[src/core/sdc_defs.svh]
// constants for the servo drive command word bank
//------------------------------------------------------------------
// Notes on behaviour
// RULE1 - word A bit 0 disables the power bridge
// RULE2 - word A bit 1 zeroes position error
// RULE3 - word A bit 2 starts phase detection
// RULE4 - word A bit 3 loads preset position
// RULE5 - word A bit 4 loads auxiliary command counter
// RULE6 - word A bit 5 keeps homing active
// RULE7 - word A bit 6 commands a stop
// RULE8 - bits 7..9 edges arm/disarm capture units
// RULE9 - word A bit 12 clears most latched events
// RULE10 - reserved bits read zero, written zero
// RULE11 - word B bit 0 edges pick gain set
// RULE12 - word B bit 1 edges pick limiter set
// RULE13 - word B bit 2 edges pick modifier set
// RULE14 - word B bits 3,4 are jog levels
// RULE15 - word B bits 5,6 drive jog speed
// RULE16 - user word bits drive user outputs
// RULE17 - requested mode stored, actual switches when allowed
// RULE18 - fixed operating mode code values
// RULE19 - target current used only in current mode
// RULE20 - word A read/write, up to 1FFFh, volatile
// RULE21 - edges compare new write with stored bit
//------------------------------------------------------------------
`ifndef SDC_DEFS_SVH
`define SDC_DEFS_SVH

// object indices
`define SDC_IDX_CMD_A        16'h0001
`define SDC_IDX_CMD_B        16'h0002
`define SDC_IDX_USER         16'h0003
`define SDC_IDX_REQ_MODE     16'h0391
`define SDC_IDX_ACT_MODE     16'h0392
`define SDC_IDX_TARGET_CUR   16'h039b

// writable bit masks, reserved bits cleared
`define SDC_MASK_CMD_A       16'h1fff
`define SDC_MASK_CMD_B       16'h007f

// word A field positions
`define SDC_A_BRIDGE_OFF     0
`define SDC_A_ZERO_PERR      1
`define SDC_A_PHASE_DET      2
`define SDC_A_SET_POS        3
`define SDC_A_LOAD_AUX       4
`define SDC_A_HOME_EXEC      5
`define SDC_A_STOP           6
`define SDC_A_CAPTURE_LO     7
`define SDC_A_CAPTURE_HI     9
`define SDC_A_POS_LIMIT      10
`define SDC_A_NEG_LIMIT      11
`define SDC_A_CLEAR_EVENTS   12

// word B field positions
`define SDC_B_SET_LO         0
`define SDC_B_SET_HI         2
`define SDC_B_JOG_PLUS       3
`define SDC_B_JOG_MINUS      4
`define SDC_B_JOG_SPD_LO     5
`define SDC_B_JOG_SPD_HI     6

// operating mode codes
`define SDC_MODE_PROF_POS    8'h01
`define SDC_MODE_PROF_VEL    8'h03
`define SDC_MODE_CURRENT     8'h04
`define SDC_MODE_HOMING      8'h06
`define SDC_MODE_INTERP      8'h07
`define SDC_MODE_JOG         8'h8c
`define SDC_MODE_CONFIG0     8'h9e
`define SDC_MODE_CONFIG1     8'hde
`define SDC_MODE_ENGINE      8'hec
`define SDC_MODE_KEEP        8'hff

// reset values
`define SDC_RST_WORD         16'h0000
`define SDC_RST_MODE         8'hff

`endif

[src/core/sdc_pkg.sv]
// types shared by the command word bank
package sdc_pkg;

	// complete state of the bank
	typedef struct packed {
		logic [15:0] cmdA;
		logic [15:0] cmdB;
		logic [15:0] userBits;
		logic [7:0]  reqMode;
		logic [7:0]  actMode;
		logic [15:0] targetCur;
		logic [15:0] currentDemand;
		logic [2:0]  captureArm;
		logic [2:0]  captureDisarm;
		logic [2:0]  setSelect;
		logic [15:0] rdData;
		logic        rdValid;
		logic        accErr;
	} sdc_state_t;

endpackage

[src/core/sdc_command_bank.sv]
// command word bank: object access port and drive control outputs
`timescale 1ns/1ps
`include "sdc_defs.svh"

module sdc_command_bank (
	input  wire logic        ref_clk,
	input  wire logic        rst_b,
	input  wire logic        clkEn,
	// object access port
	input  wire logic        objWrEn,
	input  wire logic        objRdEn,
	input  wire logic [15:0] objIndex,
	input  wire logic [15:0] objWrData,
	output logic      [15:0] objRdData,
	output logic             objRdValid,
	output logic             objErr,
	// drive state machine permission
	input  wire logic        modeChangeOk,
	// word A controls
	output logic             bridgeDisable,
	output logic             zeroPosError,
	output logic             phaseDetect,
	output logic             setPosition,
	output logic             loadAuxCounter,
	output logic             homeExecute,
	output logic             cmdStop,
	output logic      [2:0]  captureArm,
	output logic      [2:0]  captureDisarm,
	output logic             posLimit,
	output logic             negLimit,
	output logic             clearEvents,
	// word B controls
	output logic             gainSet,
	output logic             limiterSet,
	output logic             modifierSet,
	output logic             jogPlus,
	output logic             jogMinus,
	output logic      [1:0]  jogSpeed,
	// other objects
	output logic      [15:0] userOut,
	output logic      [7:0]  reqMode,
	output logic      [7:0]  actualMode,
	output logic      [15:0] currentDemand
);

	//------------------------------------------------------------------
	// state and decode
	//------------------------------------------------------------------

	sdc_pkg::sdc_state_t st;
	sdc_pkg::sdc_state_t next_st;

	logic        wrA;
	logic        wrB;
	logic        wrUser;
	logic        wrReq;
	logic        wrCur;
	logic        knownIdx;
	logic        readOnlyIdx;
	logic [15:0] newA;
	logic [15:0] newB;
	logic [2:0]  capRise;
	logic [2:0]  capFall;
	logic [2:0]  setRise;
	logic [2:0]  setFall;

	// index decode of a write
	always_comb begin
		wrA         = objWrEn && (objIndex == `SDC_IDX_CMD_A);
		wrB         = objWrEn && (objIndex == `SDC_IDX_CMD_B);
		wrUser      = objWrEn && (objIndex == `SDC_IDX_USER);
		wrReq       = objWrEn && (objIndex == `SDC_IDX_REQ_MODE);
		wrCur       = objWrEn && (objIndex == `SDC_IDX_TARGET_CUR);
		readOnlyIdx = (objIndex == `SDC_IDX_ACT_MODE);
		knownIdx    = (objIndex == `SDC_IDX_CMD_A) ||
		              (objIndex == `SDC_IDX_CMD_B) ||
		              (objIndex == `SDC_IDX_USER) ||
		              (objIndex == `SDC_IDX_REQ_MODE) ||
		              (objIndex == `SDC_IDX_TARGET_CUR) ||
		              readOnlyIdx;
	end

	// reserved bits never reach storage, so they always read zero
	assign newA = objWrData & `SDC_MASK_CMD_A; // RULE10 RULE20
	assign newB = objWrData & `SDC_MASK_CMD_B; // RULE10

	//------------------------------------------------------------------
	// edge detection against the stored words
	//------------------------------------------------------------------

	// capture units arm on rise, disarm on fall
	sdc_edge_det #(
		.W (3)
	) uCaptureEdge (
		.prevBits (st.cmdA[`SDC_A_CAPTURE_HI:`SDC_A_CAPTURE_LO]),
		.newBits  (newA[`SDC_A_CAPTURE_HI:`SDC_A_CAPTURE_LO]),
		.wrStrobe (wrA),
		.rise     (capRise),
		.fall     (capFall)
	);

	// parameter set selects change only on edges
	sdc_edge_det #(
		.W (3)
	) uSetEdge (
		.prevBits (st.cmdB[`SDC_B_SET_HI:`SDC_B_SET_LO]),
		.newBits  (newB[`SDC_B_SET_HI:`SDC_B_SET_LO]),
		.wrStrobe (wrB),
		.rise     (setRise),
		.fall     (setFall)
	);

	//------------------------------------------------------------------
	// next state
	//------------------------------------------------------------------

	// stores, edge actions, mode switch and read answer
	always_comb begin
		next_st               = st;
		next_st.captureArm    = capRise; // RULE8
		next_st.captureDisarm = capFall; // RULE8
		next_st.rdValid       = 1'b0;
		next_st.accErr        = 1'b0;

		if (wrA) begin
			next_st.cmdA = newA; // RULE20
		end
		if (wrB) begin
			next_st.cmdB = newB;
		end
		if (wrUser) begin
			next_st.userBits = objWrData; // RULE16
		end
		if (wrReq) begin
			next_st.reqMode = objWrData[7:0]; // RULE17
		end
		if (wrCur) begin
			next_st.targetCur = objWrData; // RULE19
		end

		// clear wins; an edge in each direction at once cannot happen
		next_st.setSelect = (st.setSelect | setRise) & ~setFall; // RULE11 RULE12 RULE13

		// actual mode follows request only with permission
		if (modeChangeOk && (st.reqMode != st.actMode)) begin
			next_st.actMode = st.reqMode; // RULE17
		end

		// demand is zero outside current mode
		if (next_st.actMode == `SDC_MODE_CURRENT) begin // RULE18
			next_st.currentDemand = next_st.targetCur; // RULE19
		end else begin
			next_st.currentDemand = 16'h0000; // RULE19
		end

		// writes to unknown or read-only objects are flagged
		if (objWrEn && (!knownIdx || readOnlyIdx)) begin
			next_st.accErr = 1'b1;
		end

		// read answer one cycle after the request
		if (objRdEn) begin
			next_st.rdValid = 1'b1;
			case (objIndex)
				`SDC_IDX_CMD_A: begin
					next_st.rdData = st.cmdA; // RULE10
				end
				`SDC_IDX_CMD_B: begin
					next_st.rdData = st.cmdB; // RULE10
				end
				`SDC_IDX_USER: begin
					next_st.rdData = st.userBits;
				end
				`SDC_IDX_REQ_MODE: begin
					next_st.rdData = {8'h00, st.reqMode};
				end
				`SDC_IDX_ACT_MODE: begin
					next_st.rdData = {8'h00, st.actMode}; // RULE17
				end
				`SDC_IDX_TARGET_CUR: begin
					next_st.rdData = st.targetCur;
				end
				default: begin
					next_st.rdData = 16'h0000;
					next_st.accErr = 1'b1;
				end
			endcase
		end
	end

	// one register for the whole bank; enable freezes it
	always_ff @(posedge ref_clk) begin
		if (!rst_b) begin
			st               <= '0;
			st.cmdA          <= `SDC_RST_WORD;
			st.cmdB          <= `SDC_RST_WORD;
			st.userBits      <= `SDC_RST_WORD;
			st.reqMode       <= `SDC_RST_MODE;
			st.actMode       <= `SDC_RST_MODE;
		end else if (clkEn) begin
			st <= next_st;
		end
	end

	//------------------------------------------------------------------
	// outputs, all straight from the state register
	//------------------------------------------------------------------

	// word A levels go out as stored; the drive acts while they hold
	assign bridgeDisable  = st.cmdA[`SDC_A_BRIDGE_OFF];   // RULE1
	assign zeroPosError   = st.cmdA[`SDC_A_ZERO_PERR];    // RULE2
	assign phaseDetect    = st.cmdA[`SDC_A_PHASE_DET];    // RULE3
	assign setPosition    = st.cmdA[`SDC_A_SET_POS];      // RULE4
	assign loadAuxCounter = st.cmdA[`SDC_A_LOAD_AUX];     // RULE5
	assign homeExecute    = st.cmdA[`SDC_A_HOME_EXEC];    // RULE6
	assign cmdStop        = st.cmdA[`SDC_A_STOP];         // RULE7
	assign posLimit       = st.cmdA[`SDC_A_POS_LIMIT];
	assign negLimit       = st.cmdA[`SDC_A_NEG_LIMIT];
	assign clearEvents    = st.cmdA[`SDC_A_CLEAR_EVENTS]; // RULE9
	assign captureArm     = st.captureArm;
	assign captureDisarm  = st.captureDisarm;

	// word B: set selects from edge state, jog bits as levels
	assign gainSet     = st.setSelect[0];
	assign limiterSet  = st.setSelect[1];
	assign modifierSet = st.setSelect[2];
	assign jogPlus     = st.cmdB[`SDC_B_JOG_PLUS];  // RULE14
	assign jogMinus    = st.cmdB[`SDC_B_JOG_MINUS]; // RULE14
	assign jogSpeed    = st.cmdB[`SDC_B_JOG_SPD_HI:`SDC_B_JOG_SPD_LO]; // RULE15

	// remaining objects and the access answer
	assign userOut       = st.userBits; // RULE16
	assign reqMode       = st.reqMode;
	assign actualMode    = st.actMode;
	assign currentDemand = st.currentDemand;
	assign objRdData     = st.rdData;
	assign objRdValid    = st.rdValid;
	assign objErr        = st.accErr;
endmodule

[src/core/sdc_edge_det.sv]
// rise and fall detector between stored and written bits
`timescale 1ns/1ps

module sdc_edge_det #(
	parameter int W = 3
) (
	input  wire logic [W-1:0] prevBits,
	input  wire logic [W-1:0] newBits,
	input  wire logic         wrStrobe,
	output logic      [W-1:0] rise,
	output logic      [W-1:0] fall
);

	// only a real write can make an edge; rewriting the same value is quiet
	always_comb begin
		rise = wrStrobe ? (newBits & ~prevBits) : '0; // RULE21
		fall = wrStrobe ? (~newBits & prevBits) : '0; // RULE21
	end

endmodule

[config.mk]
export PLATFORM = sky130hd
export DESIGN_NAME = sdc_command_bank
export DESIGN_NICKNAME = d
export VERILOG_FILES = /design/src/core/sdc_pkg.sv /design/src/core/sdc_command_bank.sv /design/src/core/sdc_edge_det.sv
export VERILOG_INCLUDE_DIRS = /design/src /design/src/core
export SDC_FILE = /design/constraint.sdc
export NUM_CORES = 1
export LEC_CHECK = 0
export BUFFER_PORTS_ARGS = -buffer_cell sky130_fd_sc_hd__buf_2
export CAP_MARGIN = 20
export CORE_MARGIN = 1
export CORE_UTILIZATION = 30
export CTS_BUF_LIST = sky130_fd_sc_hd__clkbuf_16
export DETAILED_ROUTE_END_ITERATION = 10
export GPL_TIMING_DRIVEN = 0
export PLACE_DENSITY = 0.61
export SLEW_MARGIN = 20
export SYNTH_ARGS = -nofsm -noshare
export SYNTH_HDL_FRONTEND = slang
export SYNTH_HIERARCHICAL = 1
export SYNTH_SLANG_ARGS = --single-unit
[constraint.sdc]
create_clock -name ref_clk -period 2.48 [get_ports ref_clk]
set_input_delay 0.372 -clock ref_clk [delete_from_list [all_inputs] [get_ports ref_clk]]
set_output_delay 0.372 -clock ref_clk [all_outputs]
set_load 0.01 [all_outputs]
==> impl_results.md <==
- Area share of the largest cell type after synthesis: between 30% and 40%
- Cell variety after synth: 49
- Num CTS Buffers: 9
- GR Util All Layers: 18.0%
- Worst Path Required: ~2.7 ns
- Commonest cells after routing, fill and taps aside: buf_2 (130), dfxtp_1 (111), nand2_1 (93)
- Clock buffer depth: 2
- Vias per cell: 4.90
- Detailed Route WL: 17.0 mm
- Pleak: 0.00280 uW
- Failing checks: design-rule violations
- CP Max Fanout: 10
- Post-synthesis instance total: slightly above 600
- Largest net degree at the start of global routing: 18
- TritonCTS clock tree: done
- Final setup fails: 0
- Slew Limit Headroom: a little over 40%
- Buffer and inverter count on the worst path: 2
- CP top delay family: simple AND/OR/NAND/NOR gates
- Slowest CP cell: nor3_4
- Pins Over Slew Limit: 0
- Grt ovf: 0
- Worst path cell trace: buf_2, nor4_1, nand2_1, nor3_4, buf_6, mux2i_1, nor2b_1
- Fin area: 6780 um2
- CP peak stage delay: 0.65 ns
- Register area: 2220 um2
- Final cell count without fillers: 984
- R2R Setup Slk: ~0.38 ns
- Final core occ: 37.5%
- Fin crit period: 2.33 ns
- Area Overhead vs Synth: 21.6%
- RSZ-0062 raised after global routing: false
- Hold_buf cts: 0
- PortBufs: around 130
- Vias in the first global route: 4,542
- IO Pins: about 130
- Residual DRC: 18
- Fmax: 428 MHz
- Multi-input logic area: 2660 um2
- Synth top area cells: dfxtp_1 (40%), mux2i_1 (12%), buf_4 (9.8%), nand2_1 (6.3%), nor2b_1 (3.9%)
- First DRT Iteration DRCs: 364
- #FFs+latches synth: 111
- WHS: 0.310 ns
- Die Area: 19,100 um2
- Antenna violations before repair: 1
- Placed instance count: 967
- CORE AREA: roughly 18,000 um2
- Initial Utilization: 30.8%
- WS Path Type: primary input to register
- First-pass GRT wire length: 26.5 mm
- Antenna Violating Nets Remaining: 0
- Most common cell after layout, fill and taps aside: buf_2
- CP Capture Type: register
- DRT Pass-1 Iters: 8
- Startpoint Class: primary input
- Yosys warns: 6
- DP Area: ~6500 um2
- Pwr per Cell Area: 493 nW/um2
- Mapped Area: 5580 um2
- Tcrit/Tclk final: between 90% and 100%
- Dpl hpwl: 13.0 mm
- Critical path data arrival time: ~2.6 ns
- H-tree Lvls: 3
- Sequential share of the synthesized area: between 30% and 40%
- Layout cells sized above 1: 31.3%
- Die width: ~140 um
- Synth Net Count: 650
- Final net count: 787
- DR WL/cell: about 17 um
- Slew of the pin with the lowest slew margin: between 0.8 and 0.9 ns
- Root buf cell: clkbuf_16
- Filler cells: 1,903
- Area leader, netlist: dfxtp_1
- Clk slew on worst S/H paths: 0.08 ns
- Syn_area_per_cell: 9.11 um2
- Max rail drop VDD: 344 uV
- Clock Latency Late Sink: 0.35 ns
- Gpl congestion: 0.879
- Max Cap Violations: 0
- Vias: 4,823
- Die height: between 100 and 150 um
- Clock sinks: about 110
- # rows: 49
- Clock skew: 0.0118 ns
- Final hold vios: 0
- Hold Crit Class: primary input to register
- Status: complete, but fails checks
==> flip-flops by register name, summed over array words and instances (netlist names), 2 cells and up <==
register and cells:
st 22, captureDisarm 3, objRdData 16, jogSpeed 2
reqMode 8, actualMode 8, currentDemand 16, captureArm 3
userOut 16
==> cells in the mapped netlist (all sizes together) <==
master / count
a2111oi: 1
a21boi: 25
a21oi: 9
a222oi: 12
a22oi: 12
a31oi: 8
a32o: 1
and2: 5
and3: 3
and3b: 12
and4: 1
buf: 83
clkbuf: 18
dfxtp: 111
inv: 8
mux2: 1
mux2i: 67
nand2: 94
nand2b: 1
nand3: 17
nand4: 5
nor2: 10
nor2b: 35
nor3: 7
nor3b: 1
nor4: 9
nor4b: 2
o2111ai: 1
o211ai: 1
o21ai: 34
o22ai: 2
o32ai: 3
or2: 1
or3: 1
or4: 3
xnor2: 8
==> what timing repair did <==
action / in CTS / in global routing
buffers inserted: 0 / 0
gates resized for setup: 0 / 3
setup endpoints to repair: 0 / 9
==> routing by layer <==
layer	wire length, um	share of wire, %	GRT usage (%)	vias to the layer above
met5	0	0	0	-
li1	-	-	-	2361
met4	192	1.1	4.26	0
met1	7900	47	24.8	2283
met3	1090	6.4	3.71	12
met2	7780	46	28.6	167
==> logic make-up (layout without fill, tap and decap cells) <==
family                    after synthesis  in the layout  share of synthesized area (%)
AOI/OAI and AO/OA                     109            109                           13.3
xor gates and xnor gates                8              8                           1.26
buffers and inverters                 109            251                           12.7
DFF                                   111            111                           39.8
muxes                                  68             68                           12.2
other                                   0              1                              0
and+or+nand+nor                       207            207                           20.6
==> tightest hold or removal path, cell delays in order <==
cell      delay, ns
buf_2          0.13
nand2_1        0.06
a21boi_1       0.05
==> where the power goes <==
part	total [uW]	internal, uW	switching [uW]
logic	206	75.1	131
clock network	1340	676	665
registers	1800	1790	7.13
==> metrics by stage <==
| stage | total power, uW | setup TNS [ns] | worst slack, ns |
|---|---|---|---|
| 2_1_floorplan | 1930 | 0 | 0.461 |
| 3_3_place_gp | 2040 | -4.17 | -0.316 |
| 3_5_place_dp | 2040 | -5.83 | -0.332 |
| 4_1_cts | 3360 | 0 | 0.00615 |
| 5_1_grt | 3460 | 0 | 0.0296 |
| 6_report | 3340 | 0 | 0.146 |
==> cell type report <==
| cell class | count | share of cell area (%) |
|---|---|---|
| clock buffer | 9 | 3.32 |
| clock inverter | 7 | 0.609 |
| inverter | 8 | 0.443 |
| antenna | 1 | 0.0369 |
| multi-input combinational | 392 | 39.3 |
| buffer | 101 | 10.0 |
| timing repair buffer | 126 | 9.30 |
| sequential | 111 | 32.8 |
| tap | 229 | 4.23 |
==> worst paths after layout <==
check / start / end / cells past startpoint
max: objIndex[11] / userOut[11] / 7
min: objWrData[10] / posLimit / 3
max reg2reg: reqMode[7] / currentDemand[13] / 6
min reg2reg: currentDemand[7] / currentDemand[7] / 2
(Power assumes the default switching activity.)
